[config.mk]
export PLATFORM = sky130hd
export DESIGN_NAME = io_action
export DESIGN_NICKNAME = d
export VERILOG_FILES = /design/src/hdl/io_action_pkg.sv /design/src/hdl/io_action.sv /design/src/hdl/line_debounce.sv
export SDC_FILE = /design/constraint.sdc
export NUM_CORES = 1
export LEC_CHECK = 0
export BUFFER_PORTS_ARGS = -buffer_cell sky130_fd_sc_hd__buf_2
export CAP_MARGIN = 10
export CORE_AREA = 2 2 147 149
export DETAILED_ROUTE_END_ITERATION = 7
export DIE_AREA = 0 0 149 151
export PLACE_DENSITY = 0.76
export REMOVE_ABC_BUFFERS = 1
export SYNTH_ARGS = -nofsm -noshare
export SYNTH_HDL_FRONTEND = slang
export SYNTH_SLANG_ARGS = --single-unit
[constraint.sdc]
create_clock -name i_clock -period 2.45 [get_ports i_clock]
set_clock_uncertainty 0.1 [all_clocks]
set_input_delay 0.245 -clock i_clock [delete_from_list [all_inputs] [get_ports i_clock]]
set_output_delay 0.245 -clock i_clock [all_outputs]
set_load 0.02 [all_outputs]
[src/hdl/io_action_pkg.sv]
// shared constants and carriers for the input-line action block
// assumes one 200 MHz clock and a 32-bit AXI4-Lite register bus
package io_action_pkg;
	// ----------------------------------------------------------------
	// widths and timing
	// ----------------------------------------------------------------
	localparam int ADDR_W        = 8;
	localparam int CH_W          = 8;
	localparam int DB_W          = 8;
	localparam int NLINE         = 3;
	localparam int TICK_W        = 18;
	localparam int CLK_PERIOD_NS = 5;
	localparam int MS_NS         = 1000000;
	// cycles per millisecond tick, rounded down
	localparam int TICK_CYCLES   = MS_NS / CLK_PERIOD_NS;

	// ----------------------------------------------------------------
	// line numbers and limits
	// ----------------------------------------------------------------
	localparam int LINE_PRESET = 0;
	localparam int LINE_IN     = 1;
	localparam int LINE_OUT    = 2;
	localparam logic [CH_W-1:0] ONE_DIGIT_MAX = 8'h09;

	// ----------------------------------------------------------------
	// register offsets
	// ----------------------------------------------------------------
	localparam logic [ADDR_W-1:0] OFS_CTRL   = 8'h00;
	localparam logic [ADDR_W-1:0] OFS_DB0    = 8'h04;
	localparam logic [ADDR_W-1:0] OFS_DB1    = 8'h08;
	localparam logic [ADDR_W-1:0] OFS_DB2    = 8'h0c;
	localparam logic [ADDR_W-1:0] OFS_PRESET = 8'h10;
	localparam logic [ADDR_W-1:0] OFS_PRIO   = 8'h14;
	localparam logic [ADDR_W-1:0] OFS_STATUS = 8'h18;
	localparam logic [ADDR_W-1:0] OFS_CHAN   = 8'h1c;

	// ----------------------------------------------------------------
	// field positions and reset values
	// ----------------------------------------------------------------
	localparam int CTRL_POL_LSB   = 0;
	localparam int CTRL_ONE_DIGIT = 3;
	localparam int CTRL_TRUNK     = 4;
	localparam int CTRL_IN_SEL    = 8;
	localparam int CTRL_OUT_SEL   = 10;
	localparam int PRIO_FMUTE     = 4;
	localparam int PRIO_FUNMUTE   = 8;
	localparam logic [11:0]     CTRL_RST   = 12'hf00;
	localparam logic [DB_W-1:0] DB_RST     = 8'h0a;
	localparam logic [CH_W-1:0] PRESET_RST = 8'h01;
	localparam logic [1:0] RESP_OKAY   = 2'h0;
	localparam logic [1:0] RESP_SLVERR = 2'h2;

	// ----------------------------------------------------------------
	// carriers
	// ----------------------------------------------------------------
	typedef struct packed {
		logic              awvalid;
		logic [ADDR_W-1:0] awaddr;
		logic              wvalid;
		logic [31:0]       wdata;
		logic [3:0]        wstrb;
		logic              bready;
		logic              arvalid;
		logic [ADDR_W-1:0] araddr;
		logic              rready;
	} axil_req_type;

	typedef struct packed {
		logic        awready;
		logic        wready;
		logic        bvalid;
		logic [1:0]  bresp;
		logic        arready;
		logic        rvalid;
		logic [31:0] rdata;
		logic [1:0]  rresp;
	} axil_rsp_type;

	// bit order aux, speaker, tap, mic
	typedef struct packed {
		logic aux;
		logic spk;
		logic tap;
		logic mic;
	} mute_type;
endpackage

[src/hdl/io_action.sv]
// preset channel and audio mute actions driven by debounced input lines
// assumes lines come from pins, panel requests from logic on i_clock,
// and nonvolatile storage of o_store_channel outside this block
//
// The register addresses and the AXI4-Lite interface to the registers were left to the implementer.
`timescale 1ns/100ps
module io_action
	import io_action_pkg::*;
#(
	parameter int TICK_CYCLES_P = TICK_CYCLES
)(
	input  wire logic                        i_clock,
	input  wire logic                        i_rstn,
	input  wire logic                        i_ce,
	input  wire io_action_pkg::axil_req_type i_axi,
	output io_action_pkg::axil_rsp_type      o_axi,
	input  wire logic [NLINE-1:0]            i_line,
	input  wire logic                        i_panel_valid,
	input  wire logic [CH_W-1:0]             i_panel_chan,
	input  wire logic [CH_W-1:0]             i_restore_channel,
	output logic [CH_W-1:0]                  o_channel,
	output logic                             o_chan_load,
	output logic [CH_W-1:0]                  o_store_channel,
	output io_action_pkg::mute_type          o_mute
);
	import io_action_pkg::*;

	// ----------------------------------------------------------------
	// state
	// ----------------------------------------------------------------
	typedef struct packed {
		axil_rsp_type                 rsp;
		logic                         aw_have;
		logic                         w_have;
		logic [ADDR_W-1:0]            awaddr;
		logic [31:0]                  wdata;
		logic [3:0]                   wstrb;
		logic [11:0]                  ctrl;
		logic [NLINE-1:0][DB_W-1:0]   db;
		logic [CH_W-1:0]              preset;
		logic [11:0]                  prio;
		logic [TICK_W-1:0]            tick_cnt;
		logic                         tick;
		logic                         booted;
		logic [NLINE-1:0]             armed;
		logic [NLINE-1:0]             act_prev;
		logic                         preset_on;
		logic [CH_W-1:0]              saved;
		logic [CH_W-1:0]              chan;
		logic                         chan_load;
		logic [CH_W-1:0]              store;
		logic                         in_act;
		logic                         out_act;
		mute_type                     mute;
	} act_state_type;

	act_state_type    q;
	act_state_type    d;
	logic [NLINE-1:0] level;
	logic [NLINE-1:0] valid;

	// ----------------------------------------------------------------
	// helpers
	// ----------------------------------------------------------------
	function automatic logic [1:0] sel_mask(input logic [1:0] sel);
		sel_mask = sel; // 1 first path, 2 second path, 3 both
	endfunction

	function automatic logic chan_ok(input logic [CH_W-1:0] c, input logic one_digit);
		chan_ok = !one_digit || (c <= ONE_DIGIT_MAX);
	endfunction

	function automatic logic [31:0] merge(input logic [31:0] old, input logic [31:0] nw,
			input logic [3:0] strb);
		logic [31:0] r;
		r = old;
		for (int b = 0; b < 4; b++) begin
			if (strb[b]) begin
				r[8*b +: 8] = nw[8*b +: 8];
			end
		end
		merge = r;
	endfunction

	// ----------------------------------------------------------------
	// line debouncers
	// ----------------------------------------------------------------
	generate
		for (genvar g = 0; g < NLINE; g++) begin : g_line
			line_debounce u_deb (
				.i_clock    (i_clock),
				.i_rstn     (i_rstn),
				.i_ce       (i_ce),
				.i_tick     (q.tick),
				.i_pin      (i_line[g]),
				.i_interval (q.db[g]),
				.o_level    (level[g]),
				.o_valid    (valid[g])
			);
		end
	endgenerate

	// ----------------------------------------------------------------
	// next state
	// ----------------------------------------------------------------
	always_comb begin
		logic [NLINE-1:0] act;
		logic [NLINE-1:0] rise;
		logic [NLINE-1:0] fall;
		logic [31:0]      wr;
		logic [31:0]      rd;
		logic             hit;
		logic [3:0]       req;
		logic             trunk;
		d     = q;
		act   = level ^ q.ctrl[CTRL_POL_LSB +: NLINE];
		trunk = q.ctrl[CTRL_TRUNK];
		wr    = '0;
		rd    = '0;
		hit   = 1'b1;

		// millisecond tick
		d.tick = 1'b0;
		if (q.tick_cnt == TICK_W'(TICK_CYCLES_P - 1)) begin
			d.tick_cnt = '0;
			d.tick     = 1'b1;
		end else begin
			d.tick_cnt = q.tick_cnt + TICK_W'(1);
		end

		// edges count only after an inactive level has been seen
		for (int i = 0; i < NLINE; i++) begin
			if (valid[i] && !act[i]) begin
				d.armed[i] = 1'b1;
			end
		end
		d.act_prev = act & valid;
		rise = q.armed & act & ~q.act_prev;
		fall = q.armed & ~act & q.act_prev;

		// channel control
		d.chan_load = 1'b0;
		if (!q.booted) begin
			d.booted    = 1'b1;
			d.chan      = i_restore_channel;
			d.chan_load = 1'b1;
		end else if (rise[LINE_PRESET]) begin
			d.saved     = q.chan;
			d.preset_on = 1'b1;
			if (chan_ok(q.preset, q.ctrl[CTRL_ONE_DIGIT])) begin
				d.chan      = q.preset;
				d.chan_load = 1'b1;
			end
		end else if (fall[LINE_PRESET] && q.preset_on) begin
			d.preset_on = 1'b0;
			if (!trunk) begin
				d.chan      = q.saved;
				d.chan_load = 1'b1;
			end
		end else if (i_panel_valid && !q.preset_on
				&& chan_ok(i_panel_chan, q.ctrl[CTRL_ONE_DIGIT])) begin
			d.chan      = i_panel_chan;
			d.chan_load = 1'b1;
		end
		d.store = (d.preset_on && !trunk) ? d.saved : d.chan;

		// mute actions, applied the cycle after the debounced edge
		if (rise[LINE_IN]) begin
			d.in_act = 1'b1;
		end else if (fall[LINE_IN]) begin
			d.in_act = 1'b0;
		end
		if (rise[LINE_OUT]) begin
			d.out_act = 1'b1;
		end else if (fall[LINE_OUT]) begin
			d.out_act = 1'b0;
		end
		req = {sel_mask(q.ctrl[CTRL_OUT_SEL +: 2]) & {2{d.out_act}},
			sel_mask(q.ctrl[CTRL_IN_SEL +: 2]) & {2{d.in_act}}};
		// forced unmute over forced mute, line action and the prio[3:0] mute bits
		d.mute = ~q.prio[PRIO_FUNMUTE +: 4]
			& (q.prio[PRIO_FMUTE +: 4] | req | q.prio[3:0]);

		// bus write side
		if (i_axi.awvalid && q.rsp.awready) begin
			d.aw_have = 1'b1;
			d.awaddr  = i_axi.awaddr;
		end
		if (i_axi.wvalid && q.rsp.wready) begin
			d.w_have = 1'b1;
			d.wdata  = i_axi.wdata;
			d.wstrb  = i_axi.wstrb;
		end
		if (q.rsp.bvalid && i_axi.bready) begin
			d.rsp.bvalid = 1'b0;
		end
		if (q.aw_have && q.w_have && !q.rsp.bvalid) begin
			d.aw_have    = 1'b0;
			d.w_have     = 1'b0;
			d.rsp.bvalid = 1'b1;
			case (q.awaddr)
				OFS_CTRL: begin
					wr     = merge({20'h0, q.ctrl}, q.wdata, q.wstrb);
					d.ctrl = wr[11:0];
				end
				OFS_DB0: begin
					wr      = merge({24'h0, q.db[0]}, q.wdata, q.wstrb);
					d.db[0] = wr[DB_W-1:0];
				end
				OFS_DB1: begin
					wr      = merge({24'h0, q.db[1]}, q.wdata, q.wstrb);
					d.db[1] = wr[DB_W-1:0];
				end
				OFS_DB2: begin
					wr      = merge({24'h0, q.db[2]}, q.wdata, q.wstrb);
					d.db[2] = wr[DB_W-1:0];
				end
				OFS_PRESET: begin
					wr       = merge({24'h0, q.preset}, q.wdata, q.wstrb);
					d.preset = wr[CH_W-1:0];
				end
				OFS_PRIO: begin
					wr     = merge({20'h0, q.prio}, q.wdata, q.wstrb);
					d.prio = wr[11:0];
				end
				OFS_STATUS, OFS_CHAN: begin
				end
				default: begin
					hit = 1'b0;
				end
			endcase
			d.rsp.bresp = hit ? RESP_OKAY : RESP_SLVERR;
		end

		// bus read side, its own decode result
		hit = 1'b1;
		if (q.rsp.rvalid && i_axi.rready) begin
			d.rsp.rvalid = 1'b0;
		end
		if (i_axi.arvalid && q.rsp.arready) begin
			case (i_axi.araddr)
				OFS_CTRL:   rd = {20'h0, q.ctrl};
				OFS_DB0:    rd = {24'h0, q.db[0]};
				OFS_DB1:    rd = {24'h0, q.db[1]};
				OFS_DB2:    rd = {24'h0, q.db[2]};
				OFS_PRESET: rd = {24'h0, q.preset};
				OFS_PRIO:   rd = {20'h0, q.prio};
				OFS_STATUS: rd = {20'h0, q.mute, q.preset_on, q.armed, 1'b0, act & valid};
				OFS_CHAN:   rd = {16'h0, q.saved, q.chan};
				default:    hit = 1'b0;
			endcase
			d.rsp.rvalid = 1'b1;
			d.rsp.rdata  = rd;
			d.rsp.rresp  = hit ? RESP_OKAY : RESP_SLVERR;
		end

		d.rsp.awready = !d.aw_have && !d.rsp.bvalid;
		d.rsp.wready  = !d.w_have && !d.rsp.bvalid;
		d.rsp.arready = !d.rsp.rvalid;
	end

	// ----------------------------------------------------------------
	// registers
	// ----------------------------------------------------------------
	always_ff @(posedge i_clock or negedge i_rstn) begin
		if (!i_rstn) begin
			q             <= '0;
			q.rsp.awready <= 1'b1;
			q.rsp.wready  <= 1'b1;
			q.rsp.arready <= 1'b1;
			q.ctrl        <= CTRL_RST;
			q.db          <= {NLINE{DB_RST}};
			q.preset      <= PRESET_RST;
		end else if (i_ce) begin
			q <= d;
		end
	end

	assign o_axi           = q.rsp;
	assign o_channel       = q.chan;
	assign o_chan_load     = q.chan_load;
	assign o_store_channel = q.store;
	assign o_mute          = q.mute;
endmodule

[src/hdl/line_debounce.sv]
// two-flop synchroniser and debouncer for one input line
// assumes a one-cycle millisecond tick from the parent
`timescale 1ns/100ps
module line_debounce
	import io_action_pkg::*;
(
	input  wire logic            i_clock,
	input  wire logic            i_rstn,
	input  wire logic            i_ce,
	input  wire logic            i_tick,
	input  wire logic            i_pin,
	input  wire logic [DB_W-1:0] i_interval,
	output logic                 o_level,
	output logic                 o_valid
);
	typedef struct packed {
		logic          s1;
		logic          s2;
		logic          cand;
		logic          level;
		logic          valid;
		logic [DB_W:0] cnt;
	} deb_state_type;

	deb_state_type q;
	deb_state_type d;

	always_comb begin
		d    = q;
		d.s1 = i_pin;
		d.s2 = q.s1;
		if (q.s2 != q.cand) begin
			d.cand = q.s2;
			d.cnt  = '0;
		end else if (i_tick && q.cnt <= {1'b0, i_interval}) begin
			d.cnt = q.cnt + (DB_W+1)'(1);
		end
		// stable for more than the full interval of ticks
		if (q.s2 == q.cand && q.cnt > {1'b0, i_interval}) begin
			d.level = q.cand;
			d.valid = 1'b1;
		end
	end

	always_ff @(posedge i_clock or negedge i_rstn) begin
		if (!i_rstn) begin
			q <= '0;
		end else if (i_ce) begin
			q <= d;
		end
	end

	assign o_level = q.level;
	assign o_valid = q.valid;
endmodule
==> flow_metrics.py, run 1 <==
metrics = {
    "timing": {
        "timing.final.crit_share": 1.02,
        "hold_ws_ns": 0.0496,
        "slew_headroom": 0.526,
        "slew_violations": 0,
        "fmax_ghz": 0.401,
        "setup-violations-final": 6,
        "setup_ws_ns": -0.0452,
        "rsz0062_at_grt": "true",
        "period_needed_ns": 2.50,
        "hold_viol_final": 0,
        "worstMarginPinSlew_ns": 0.709,
    },
    "hold_path": {
        "hold_class": "in2reg",
        "hp-start": "i_axi[2]",
        "hold_depth": 4,
        "holdPathEnd": "o_axi[4]",
    },
    "synthesis": {
        "netlist_instances": 1036,
        "synth_simple_gate_area_frac": 0.135,
        "synth_edf_count": 0,
        "synth_compound_gate_area_share": 0.144,
        "synth_cell_type_count": 73,
        "seq_area_frac_synth": 0.468,
        "synth_seq_cells": 203,
        "synth_top_family_by_area": "compound AO/OA/AOI/OAI gates",
        "ys_warn_count": 0,
        "netlist_area_mm2": 0.0109,
        "synthArstFlopShare": 1.00,
        "synth.area.mux_share": 0.126,
        "synthAdderAreaFrac": 0.0322,
        "synth-xor-area-share": 0.0249,
        "synth_ff_type": "dfrtp_1",
        "avgSynthCellArea_um2": 10.5,
    },
    "floorplan": {
        "rows": 53,
        "die_x_um": 149,
        "die_h_um": 151,
        "ioPinCount": 142,
        "dieArea_mm2": 0.0225,
        "start_util": 0.523,
        "core_mm2": 0.0208,
    },
    "critical_path": {
        "cp_max_fo": 5,
        "end_kind": "register",
        "rr_endpoint": "g_line[0].u_deb.q[3]",
        "r2r_start": "q[84]",
        "r2r_cells": 9,
        "rrSetupSlack_ns": -0.05,
        "crit_path_start_kind": "register",
        "arrival_ns": 2.83,
        "worstPathRequired_ns": 2.78,
        "path_class": "reg2reg",
    },
    "placed_design": {
        "globalplace.congestion": 0.921,
        "port_buffers": 101,
        "pre_cts_ws_ns": -0.171,
        "place_hpwl_um": 19200,
    },
    "route": {
        "drt_iter0_markers": 698,
        "route.detailed.drc": 0,
        "wl_per_cell_um": 19.4,
        "firstDrtPassIters": 6,
        "num_vias": 8829,
        "antenna_left": 0,
        "vias_per_cell": 5.98,
        "routed_wl_um": 28600,
    },
    "layout": {
        "mostFrequentLayoutCell": "dfrtp_1",
        "layout-drive-gt1-share": 0.300,
        "n_antenna_cell": 0,
        "fin_nets": 1294,
        "syn_to_final_growth_pct": 20.3,
        "final_cell_mix": "dfrtp_1, buf_2, nand2_1, mux2_2, buf_4",
    },
    "power_and_ir_drop": {
        "p_per_area_mw_per_mm2": 814,
        "seqPwrFrac": 0.438,
        "p_clk_frac": 0.331,
        "intPower_mw": 7.20,
        "switching_share": 0.324,
        "vdd_drop_max_mv": 0.705,
        "switchingPower_mw": 3.46,
        "power_leakage_nw": 6.08,
        "share_comb_of_total_power": 0.230,
    },
    "global_route": {
        "grt_max_degree": 71,
        "antenna_found_initial": 0,
        "grt_pass1_vias": 8684,
        "grt_pass1_wl_um": 45200,
        "grt.total_usage": 0.252,
        "overflow": 0,
    },
    "status": {
        "violations": "negative setup slack",
        "status": "finished with violations",
    },
    "clock_network": {
        "cts_tree": "done",
        "clk_pin_slew_ns": 0.07,
        "cts_buffers": 22,
        "cts_buffer_depth": 3,
        "cts_root_buffer": "clkbuf_16",
        "cts_sinks": 203,
        "clkLatencyLatePin_ns": 0.51,
        "h-tree-depth": 1,
    },
    "flow_run": {
        "drv_cap": 0,
    },
}
[critical path, stage by stage, from the launching register on]
cell and delay (ns):
dfrtp_1 0.38, inv_2 0.07, ha_4 0.20, a21o_1 0.17
a211o_1 0.35, a2111oi_4 0.37, o21ai_2 0.15, buf_4 0.17
or3_4 0.32, a21oi_2 0.13
[metal layers]
metal,track usage,routed length [µm]
met2,0.412,13600
met1,0.347,12200
met5,0,0
met4,0.0762,818
met3,0.0428,1940
[layout make-up]
class                           count  area [µm²]
Clock inverter                     10         136
Timing Repair Buffer              207        1450
Multi-Input combinational cell    713        5280
Clock buffer                       30         641
Tap cell                          275         344
Sequential cell                   203        5100
Inverter                           39         146
Fill cell                        1605        7720
[per-stage QoR]
| step | std cells | utilization | setup TNS [ns] | cell area, µm² | power (mW) |
|---|---|---|---|---|---|
| CTS | 1469 | 0.619 | 0 | 12900 | 10.6 |
| global placement | 1394 | 0.564 | -0.616 | 11800 | 6.91 |
| floorplan | 954 | - | -0.374 | 10300 | 5.95 |
| detailed placement | 1394 | 0.564 | -1.70 | 11800 | 6.99 |
| global route | 1477 | 0.629 | -1.88 | 13100 | 11.2 |
| finish | 1477 | 0.629 | -0.160 | 13100 | 10.7 |
[timing repair]
| item | in CTS | in global routing |
|---|---|---|
| resized for setup | 5 | 29 |
| hold buffers | 32 | 0 |
| cloned | 1 | 0 |
| endpoints found under the setup margin | 23 | 42 |
| pin swaps | 6 | 29 |
| hold endpoints to repair | 95 | 0 |
| buffers inserted | 2 | 8 |
[power groups by stage]
stage | combinational [mW] | clock (mW) | sequential, mW
CTS | 2.38 | 3.56 | 4.64
detailed placement | 2.29 | 0 | 4.70
global placement | 2.24 | 0 | 4.67
global route | 2.71 | 3.70 | 4.75
finish | 2.46 | 3.53 | 4.67
floorplan | 1.34 | 0 | 4.61
[synth_stat cells (3+ instances only)]
cell type / count / area (µm²)
a211oi_1: 13 / 97.6
clkbuf_1: 29 / 109
nor3b_1: 3 / 22.5
or3_1: 13 / 81.3
nand2_1: 89 / 334
a21o_1: 16 / 120
a21boi_1: 5 / 37.5
nand4_1: 14 / 87.6
nand3b_1: 4 / 30.0
a22oi_1: 9 / 67.6
o2bb2ai_1: 3 / 26.3
xnor2_1: 18 / 158
a311oi_1: 4 / 35.0
ha_1: 28 / 350
a22o_1: 7 / 61.3
buf_4: 62 / 465
mux2_1: 15 / 169
mux4_2: 5 / 113
a222oi_1: 6 / 60.1
nor2_1: 51 / 191
dfrtp_1: 189 / 4730
nor2b_1: 12 / 75.1
a221oi_1: 7 / 61.3
dfstp_2: 14 / 368
o211ai_1: 6 / 45.0
and2_1: 6 / 37.5
o21a_1: 4 / 30.0
nand2b_1: 3 / 18.8
nand3_1: 43 / 215
o31ai_1: 18 / 135
o22ai_1: 7 / 43.8
nor3_1: 18 / 90.1
inv_1: 38 / 143
mux2_2: 84 / 946
or4_1: 7 / 52.6
nor4_1: 7 / 43.8
buf_1: 6 / 22.5
a211o_1: 3 / 26.3
xor2_1: 13 / 114
and3_1: 6 / 37.5
o21ai_0: 40 / 200
a31oi_1: 9 / 56.3
mux2i_1: 15 / 150
a21oi_1: 47 / 235
[logic make-up (layout without fill, tap and decap cells)]
logic type	Yosys count	after routing
simple gates	290	290
compound gates	226	227
flops	203	203
buf+inv	138	286
mux	119	119
xor+xnor	31	31
fa+ha+maj	28	28
other cells	1	18
[worst max path at each step]
stage / cells after the start / slack (ns) / start / to
floorplan: 7 / -0.12 / g_line[0].u_deb.q[6] / g_line[0].u_deb.q[7]
global placement: 9 / -0.12 / q[89] / g_line[1].u_deb.q[8]
detailed placement: 9 / -0.17 / q[89] / g_line[1].u_deb.q[8]
CTS: 8 / 0.007 / g_line[0].u_deb.q[6] / g_line[0].u_deb.q[4]
global route: 9 / -0.15 / q[84] / g_line[0].u_deb.q[3]
finish: 9 / -0.05 / q[84] / g_line[0].u_deb.q[3]
[registers in the layout (all words and copies together) (netlist names)]
name                  count
o_store_channel           8
o_mute                    4
g_line.u_deb.o_valid      3
q                       117
g_line.u_deb.q           33
o_channel                 8
o_chan_load               1
g_line.u_deb.o_level      3
o_axi                    23
g_line.u_deb.d            3
Note: power is estimated with default switching activity, not from simulation.
==> run 2: changes to the inputs <==
- SKIP_LAST_GASP: not set -> 1
==> flow_metrics.py, run 2 (same netlist as run 1, synthesis figures left out) <==
metrics = {
    "route": {
        "num_vias": 8806,
        "drt_iter0_markers": 794,
        "antenna_left": 0,
        "route.detailed.drc": 0,
        "vias_per_cell": 5.96,
        "firstDrtPassIters": 8,
        "wl_per_cell_um": 19.3,
        "routed_wl_um": 28600,
    },
    "critical_path": {
        "cp_max_fo": 5,
        "critical-path-max-stage-delay_ns": 0.38,
        "cp_top_family": "compound AO/OA/AOI/OAI gates",
        "crit_buf_inv": 2,
        "path_class": "reg2reg",
        "crit_path_start_kind": "register",
        "path_cells": "inv_2 -> ha_4 -> a21o_1 -> a211o_1 -> a2111oi_4 -> o21ai_2 -> buf_4 -> or3_4 -> a21oi_2",
        "rrSetupSlack_ns": -0.05,
        "critPathCapture": "g_line[0].u_deb.q[3]",
        "worstSetupStartpoint": "q[84]",
        "r2r_start": "q[84]",
        "cp_num_cells": 9,
        "end_kind": "register",
        "r2r_cells": 9,
        "arrival_ns": 2.83,
        "critical_path.slowest_cell": "dfrtp_1",
        "worstPathRequired_ns": 2.79,
        "rr_endpoint": "g_line[0].u_deb.q[3]",
    },
    "global_route": {
        "grt_pass1_wl_um": 45200,
        "grt.total_usage": 0.252,
        "antenna_found_initial": 0,
        "grt_pass1_vias": 8684,
        "overflow": 0,
        "grt_max_degree": 71,
    },
    "power_and_ir_drop": {
        "p_per_area_mw_per_mm2": 815,
        "vdd_drop_max_mv": 0.706,
        "p_total_mw": 10.7,
        "power_leakage_nw": 6.07,
    },
    "timing": {
        "slew_headroom": 0.526,
        "slew_violations": 0,
        "hold_viol_final": 0,
        "worstMarginPinSlew_ns": 0.708,
        "rsz0062_at_grt": "true",
        "period_needed_ns": 2.50,
        "hold_ws_ns": 0.0506,
        "fmax_ghz": 0.401,
        "setup_ws_ns": -0.0455,
        "timing.final.crit_share": 1.02,
        "setup-violations-final": 7,
    },
    "placed_design": {
        "place_hpwl_um": 19200,
        "globalplace.congestion": 0.921,
        "port_buffers": 101,
    },
    "floorplan": {
        "rows": 53,
        "ioPinCount": 142,
        "dieArea_mm2": 0.0225,
        "die_x_um": 149,
        "die_h_um": 151,
        "core_mm2": 0.0208,
        "start_util": 0.523,
    },
    "layout": {
        "syn_to_final_growth_pct": 20.2,
        "largest_register": "q",
        "largest_reg_flops": 117,
        "fin_nets": 1294,
        "final_cell_mix": "dfrtp_1, buf_2, nand2_1, mux2_2, buf_4",
        "n_antenna_cell": 0,
        "mostFrequentLayoutCell": "dfrtp_1",
        "n_fill_cell": 1602,
        "layout-drive-gt1-share": 0.299,
    },
    "status": {
        "status": "finished with violations",
        "violations": "negative setup slack",
    },
    "clock_network": {
        "clkLatencyLatePin_ns": 0.51,
        "cts_buffer_depth": 3,
        "cts_sinks": 203,
        "cts_tree": "done",
        "cts_root_buffer": "clkbuf_16",
        "h-tree-depth": 1,
        "cts_buffers": 22,
        "clk_pin_slew_ns": 0.07,
    },
    "hold_path": {
        "hold_class": "in2reg",
        "hold_depth": 4,
    },
    "flow_run": {
        "drv_cap": 0,
    },
}
run 2: cell type report:
cell class | count | area [µm²] | area share
Clock inverter | 10 | 136 | 0.0104
Inverter | 39 | 146 | 0.0112
Multi-Input combinational cell | 713 | 5280 | 0.403
Timing Repair Buffer | 207 | 1450 | 0.111
Tap cell | 275 | 344 | 0.0263
Sequential cell | 203 | 5100 | 0.389
Clock buffer | 30 | 641 | 0.0489
run 2: where the power goes:
| part | internal, mW | switching [mW] | total, mW |
|---|---|---|---|
| logic | 1.14 | 1.32 | 2.46 |
| registers | 3.91 | 0.760 | 4.67 |
| clock network | 2.15 | 1.39 | 3.54 |
| total | 7.20 | 3.47 | 10.7 |
run 2: timing repair:
item | 4_1_cts | 5_1_grt
gates cloned | 1 | 0
gates resized for setup | 5 | 28
buffers inserted | 2 | 8
hold endpoints to repair | 95 | 0
pin swaps | 6 | 28
hold buffers | 32 | 0
endpoints found under the setup margin | 23 | 42
run 2: worst register-to-register path: cells and delay by family, from the launching register on:
kind                     cells  cell delay, ns
AND/OR/NAND/NOR              1            0.32
adder cells (fa/ha/maj)      1            0.20
AO/OA/AOI/OAI                5            1.17
buffers and inverters        2            0.25
flip-flops                   1            0.38
run 2: worst min-delay path by stage:
stage / from / end / slack [ns]
6_report: i_axi[1] / o_axi[4] / 0.05
5_1_grt: i_axi[2] / o_axi[2] / 0.07
4_1_cts: i_axi[2] / o_axi[4] / 0.04
3_5_place_dp: i_rstn / g_line[0].u_deb.d[12] / 0.21
3_3_place_gp: i_rstn / g_line[0].u_deb.d[12] / 0.21
2_1_floorplan: i_rstn / g_line[0].u_deb.d[12] / -0.15
run 2: layer usage:
layer / share of wire / GRT usage / wire length, µm
met1: 0.43 / 0.347 / 12200
met2: 0.48 / 0.412 / 13600
met3: 0.069 / 0.0428 / 1960
met4: 0.028 / 0.0762 / 795
met5: 0 / 0 / 0
run 2: through the flow:
| stage | cell area (µm²) | cells | utilization | worst slack (ns) | TNS (ns) |
|---|---|---|---|---|---|
| 2_1_floorplan | 10300 | 954 | - | -0.124 | -0.374 |
| 3_3_place_gp | 11800 | 1394 | 0.564 | -0.122 | -0.616 |
| 3_5_place_dp | 11800 | 1394 | 0.564 | -0.171 | -1.70 |
| 4_1_cts | 12900 | 1469 | 0.619 | 0.00694 | 0 |
| 5_1_grt | 13100 | 1477 | 0.629 | -0.151 | -1.88 |
| 6_report | 13100 | 1477 | 0.629 | -0.0455 | -0.198 |
==> run 3: changes to the inputs <==
- RECOVER_POWER: not set -> 50
==> flow_metrics.py, run 3 (same netlist as run 1, synthesis figures left out) <==
metrics = {
    "floorplan": {
        "core_mm2": 0.0208,
        "rows": 53,
        "dieArea_mm2": 0.0225,
        "die_x_um": 149,
        "die_h_um": 151,
        "ioPinCount": 142,
        "start_util": 0.523,
    },
    "layout": {
        "largest_reg_flops": 117,
        "instances_no_fill": 1477,
        "layout-drive-gt1-share": 0.296,
        "final_cell_mix": "dfrtp_1, buf_2, nand2_1, mux2_2, buf_4",
        "fin_nets": 1294,
        "n_antenna_cell": 0,
        "n_fill_cell": 1609,
        "largest_register": "q",
        "syn_to_final_growth_pct": 19.9,
        "mostFrequentLayoutCell": "dfrtp_1",
        "final_cell_area_mm2": 0.0131,
    },
    "clock_network": {
        "h-tree-depth": 1,
        "cts_root_buffer": "clkbuf_16",
        "cts_sinks": 203,
        "clk_pin_slew_ns": 0.07,
        "cts_buffer_depth": 3,
        "cts_tree": "done",
        "cts_buffers": 22,
        "clkLatencyLatePin_ns": 0.51,
    },
    "status": {
        "violations": "max-capacitance violations, max-slew violations, negative setup slack",
        "status": "finished with violations",
    },
    "route": {
        "firstDrtPassIters": 8,
        "drt_iter0_markers": 789,
        "antenna_left": 0,
        "route.detailed.drc": 0,
        "vias_per_cell": 5.98,
        "routed_wl_um": 28600,
        "wl_per_cell_um": 19.4,
        "num_vias": 8832,
    },
    "global_route": {
        "grt_pass1_vias": 8684,
        "grt_max_degree": 71,
        "overflow": 0,
        "antenna_found_initial": 0,
        "grt_pass1_wl_um": 45200,
        "grt.total_usage": 0.252,
    },
    "placed_design": {
        "dp.cells": 1394,
        "place_hpwl_um": 19200,
        "pre_cts_ws_ns": -0.171,
        "globalplace.congestion": 0.921,
        "port_buffers": 101,
        "place_area_mm2": 0.0118,
    },
    "hold_path": {
        "hold_class": "in2reg",
        "hp-start": "i_axi[1]",
    },
    "timing": {
        "setup-violations-final": 7,
        "hold_viol_final": 0,
        "worstMarginPinSlew_ns": 1.86,
        "slew_headroom": -0.242,
        "timing.final.crit_share": 1.02,
        "setup_tns_ns": -0.186,
        "rsz0062_at_grt": "true",
        "fmax_ghz": 0.401,
        "period_needed_ns": 2.49,
        "slew_violations": 70,
        "setup_ws_ns": -0.0429,
    },
    "critical_path": {
        "path_class": "reg2reg",
        "worstSetupStartpoint": "q[84]",
        "crit_path_start_kind": "register",
        "arrival_ns": 2.83,
        "worstPathRequired_ns": 2.79,
        "cp_max_fo": 5,
        "end_kind": "register",
        "r2r_start": "q[84]",
    },
    "power_and_ir_drop": {
        "seqPwrFrac": 0.438,
        "power_leakage_nw": 6.05,
        "intPower_mw": 7.19,
        "p_per_area_mw_per_mm2": 817,
        "vdd_drop_max_mv": 0.709,
        "share_comb_of_total_power": 0.230,
        "p_clk_frac": 0.332,
        "switching_share": 0.326,
        "switchingPower_mw": 3.47,
    },
    "flow_run": {
        "drv_cap": 1,
    },
}
[run 3: path summary, 6_finish.rpt]
path                                    endpoint  slack [ns]  cells after the start
max                         g_line[0].u_deb.q[3]       -0.04                      9
min                                     o_axi[4]        0.06                      4
max reg2reg                 g_line[0].u_deb.q[3]       -0.04                      9
min reg2reg                             o_axi[8]        0.37                      2
max in group asynchronous              o_axi[35]        0.32                      3
min in group asynchronous  g_line[0].u_deb.d[12]        0.69                      2
[run 3: metrics by stage]
stage / power, mW / hold slack, ns / util
CTS: 10.6 / 0.0362 / 0.619
global route: 11.1 / 0.0738 / 0.627
global placement: 6.91 / 0.209 / 0.564
finish: 10.7 / 0.0559 / 0.627
floorplan: 5.95 / -0.151 / -
detailed placement: 6.99 / 0.209 / 0.564
[run 3: layout make-up]
type	instances	area (µm²)	area share
Multi-Input combinational cell	713	5280	0.404
Tap cell	275	344	0.0264
Timing Repair Buffer	207	1410	0.108
Inverter	39	146	0.0112
Clock inverter	10	136	0.0104
Clock buffer	30	641	0.0491
Sequential cell	203	5100	0.390
[run 3: power groups by stage]
stage                     Clock [mW]  Combinational [mW]  Sequential, mW
after floorplan                    0                1.34            4.61
after global placement             0                2.24            4.67
after detailed placement           0                2.29            4.70
after CTS                       3.56                2.38            4.64
after global routing            3.70                2.70            4.75
final                           3.54                2.45            4.67
[run 3: repair_timing]
item | 4_1_cts | 5_1_grt
pin swaps | 6 | 28
buffers inserted | 2 | 8
cloned | 1 | 0
hold endpoints to repair | 95 | 0
hold buffers | 32 | 0
gates resized for setup | 5 | 28
endpoints found under the setup margin | 23 | 42
[run 3: layer usage]
layer	up-vias	wire (µm)	GRT usage
met2	354	13600	0.412
met5	-	0	0
met1	4406	12200	0.347
met3	66	1960	0.0428
met4	0	872	0.0762
li1	4006	-	-
[run 3: critical path, cell delays in order, from the launching register on]
cell	delay, ns
dfrtp_1	0.38
inv_2	0.07
ha_4	0.20
a21o_1	0.17
a211o_1	0.35
a2111oi_4	0.37
o21ai_2	0.15
buf_4	0.17
or3_4	0.32
a21oi_2	0.13
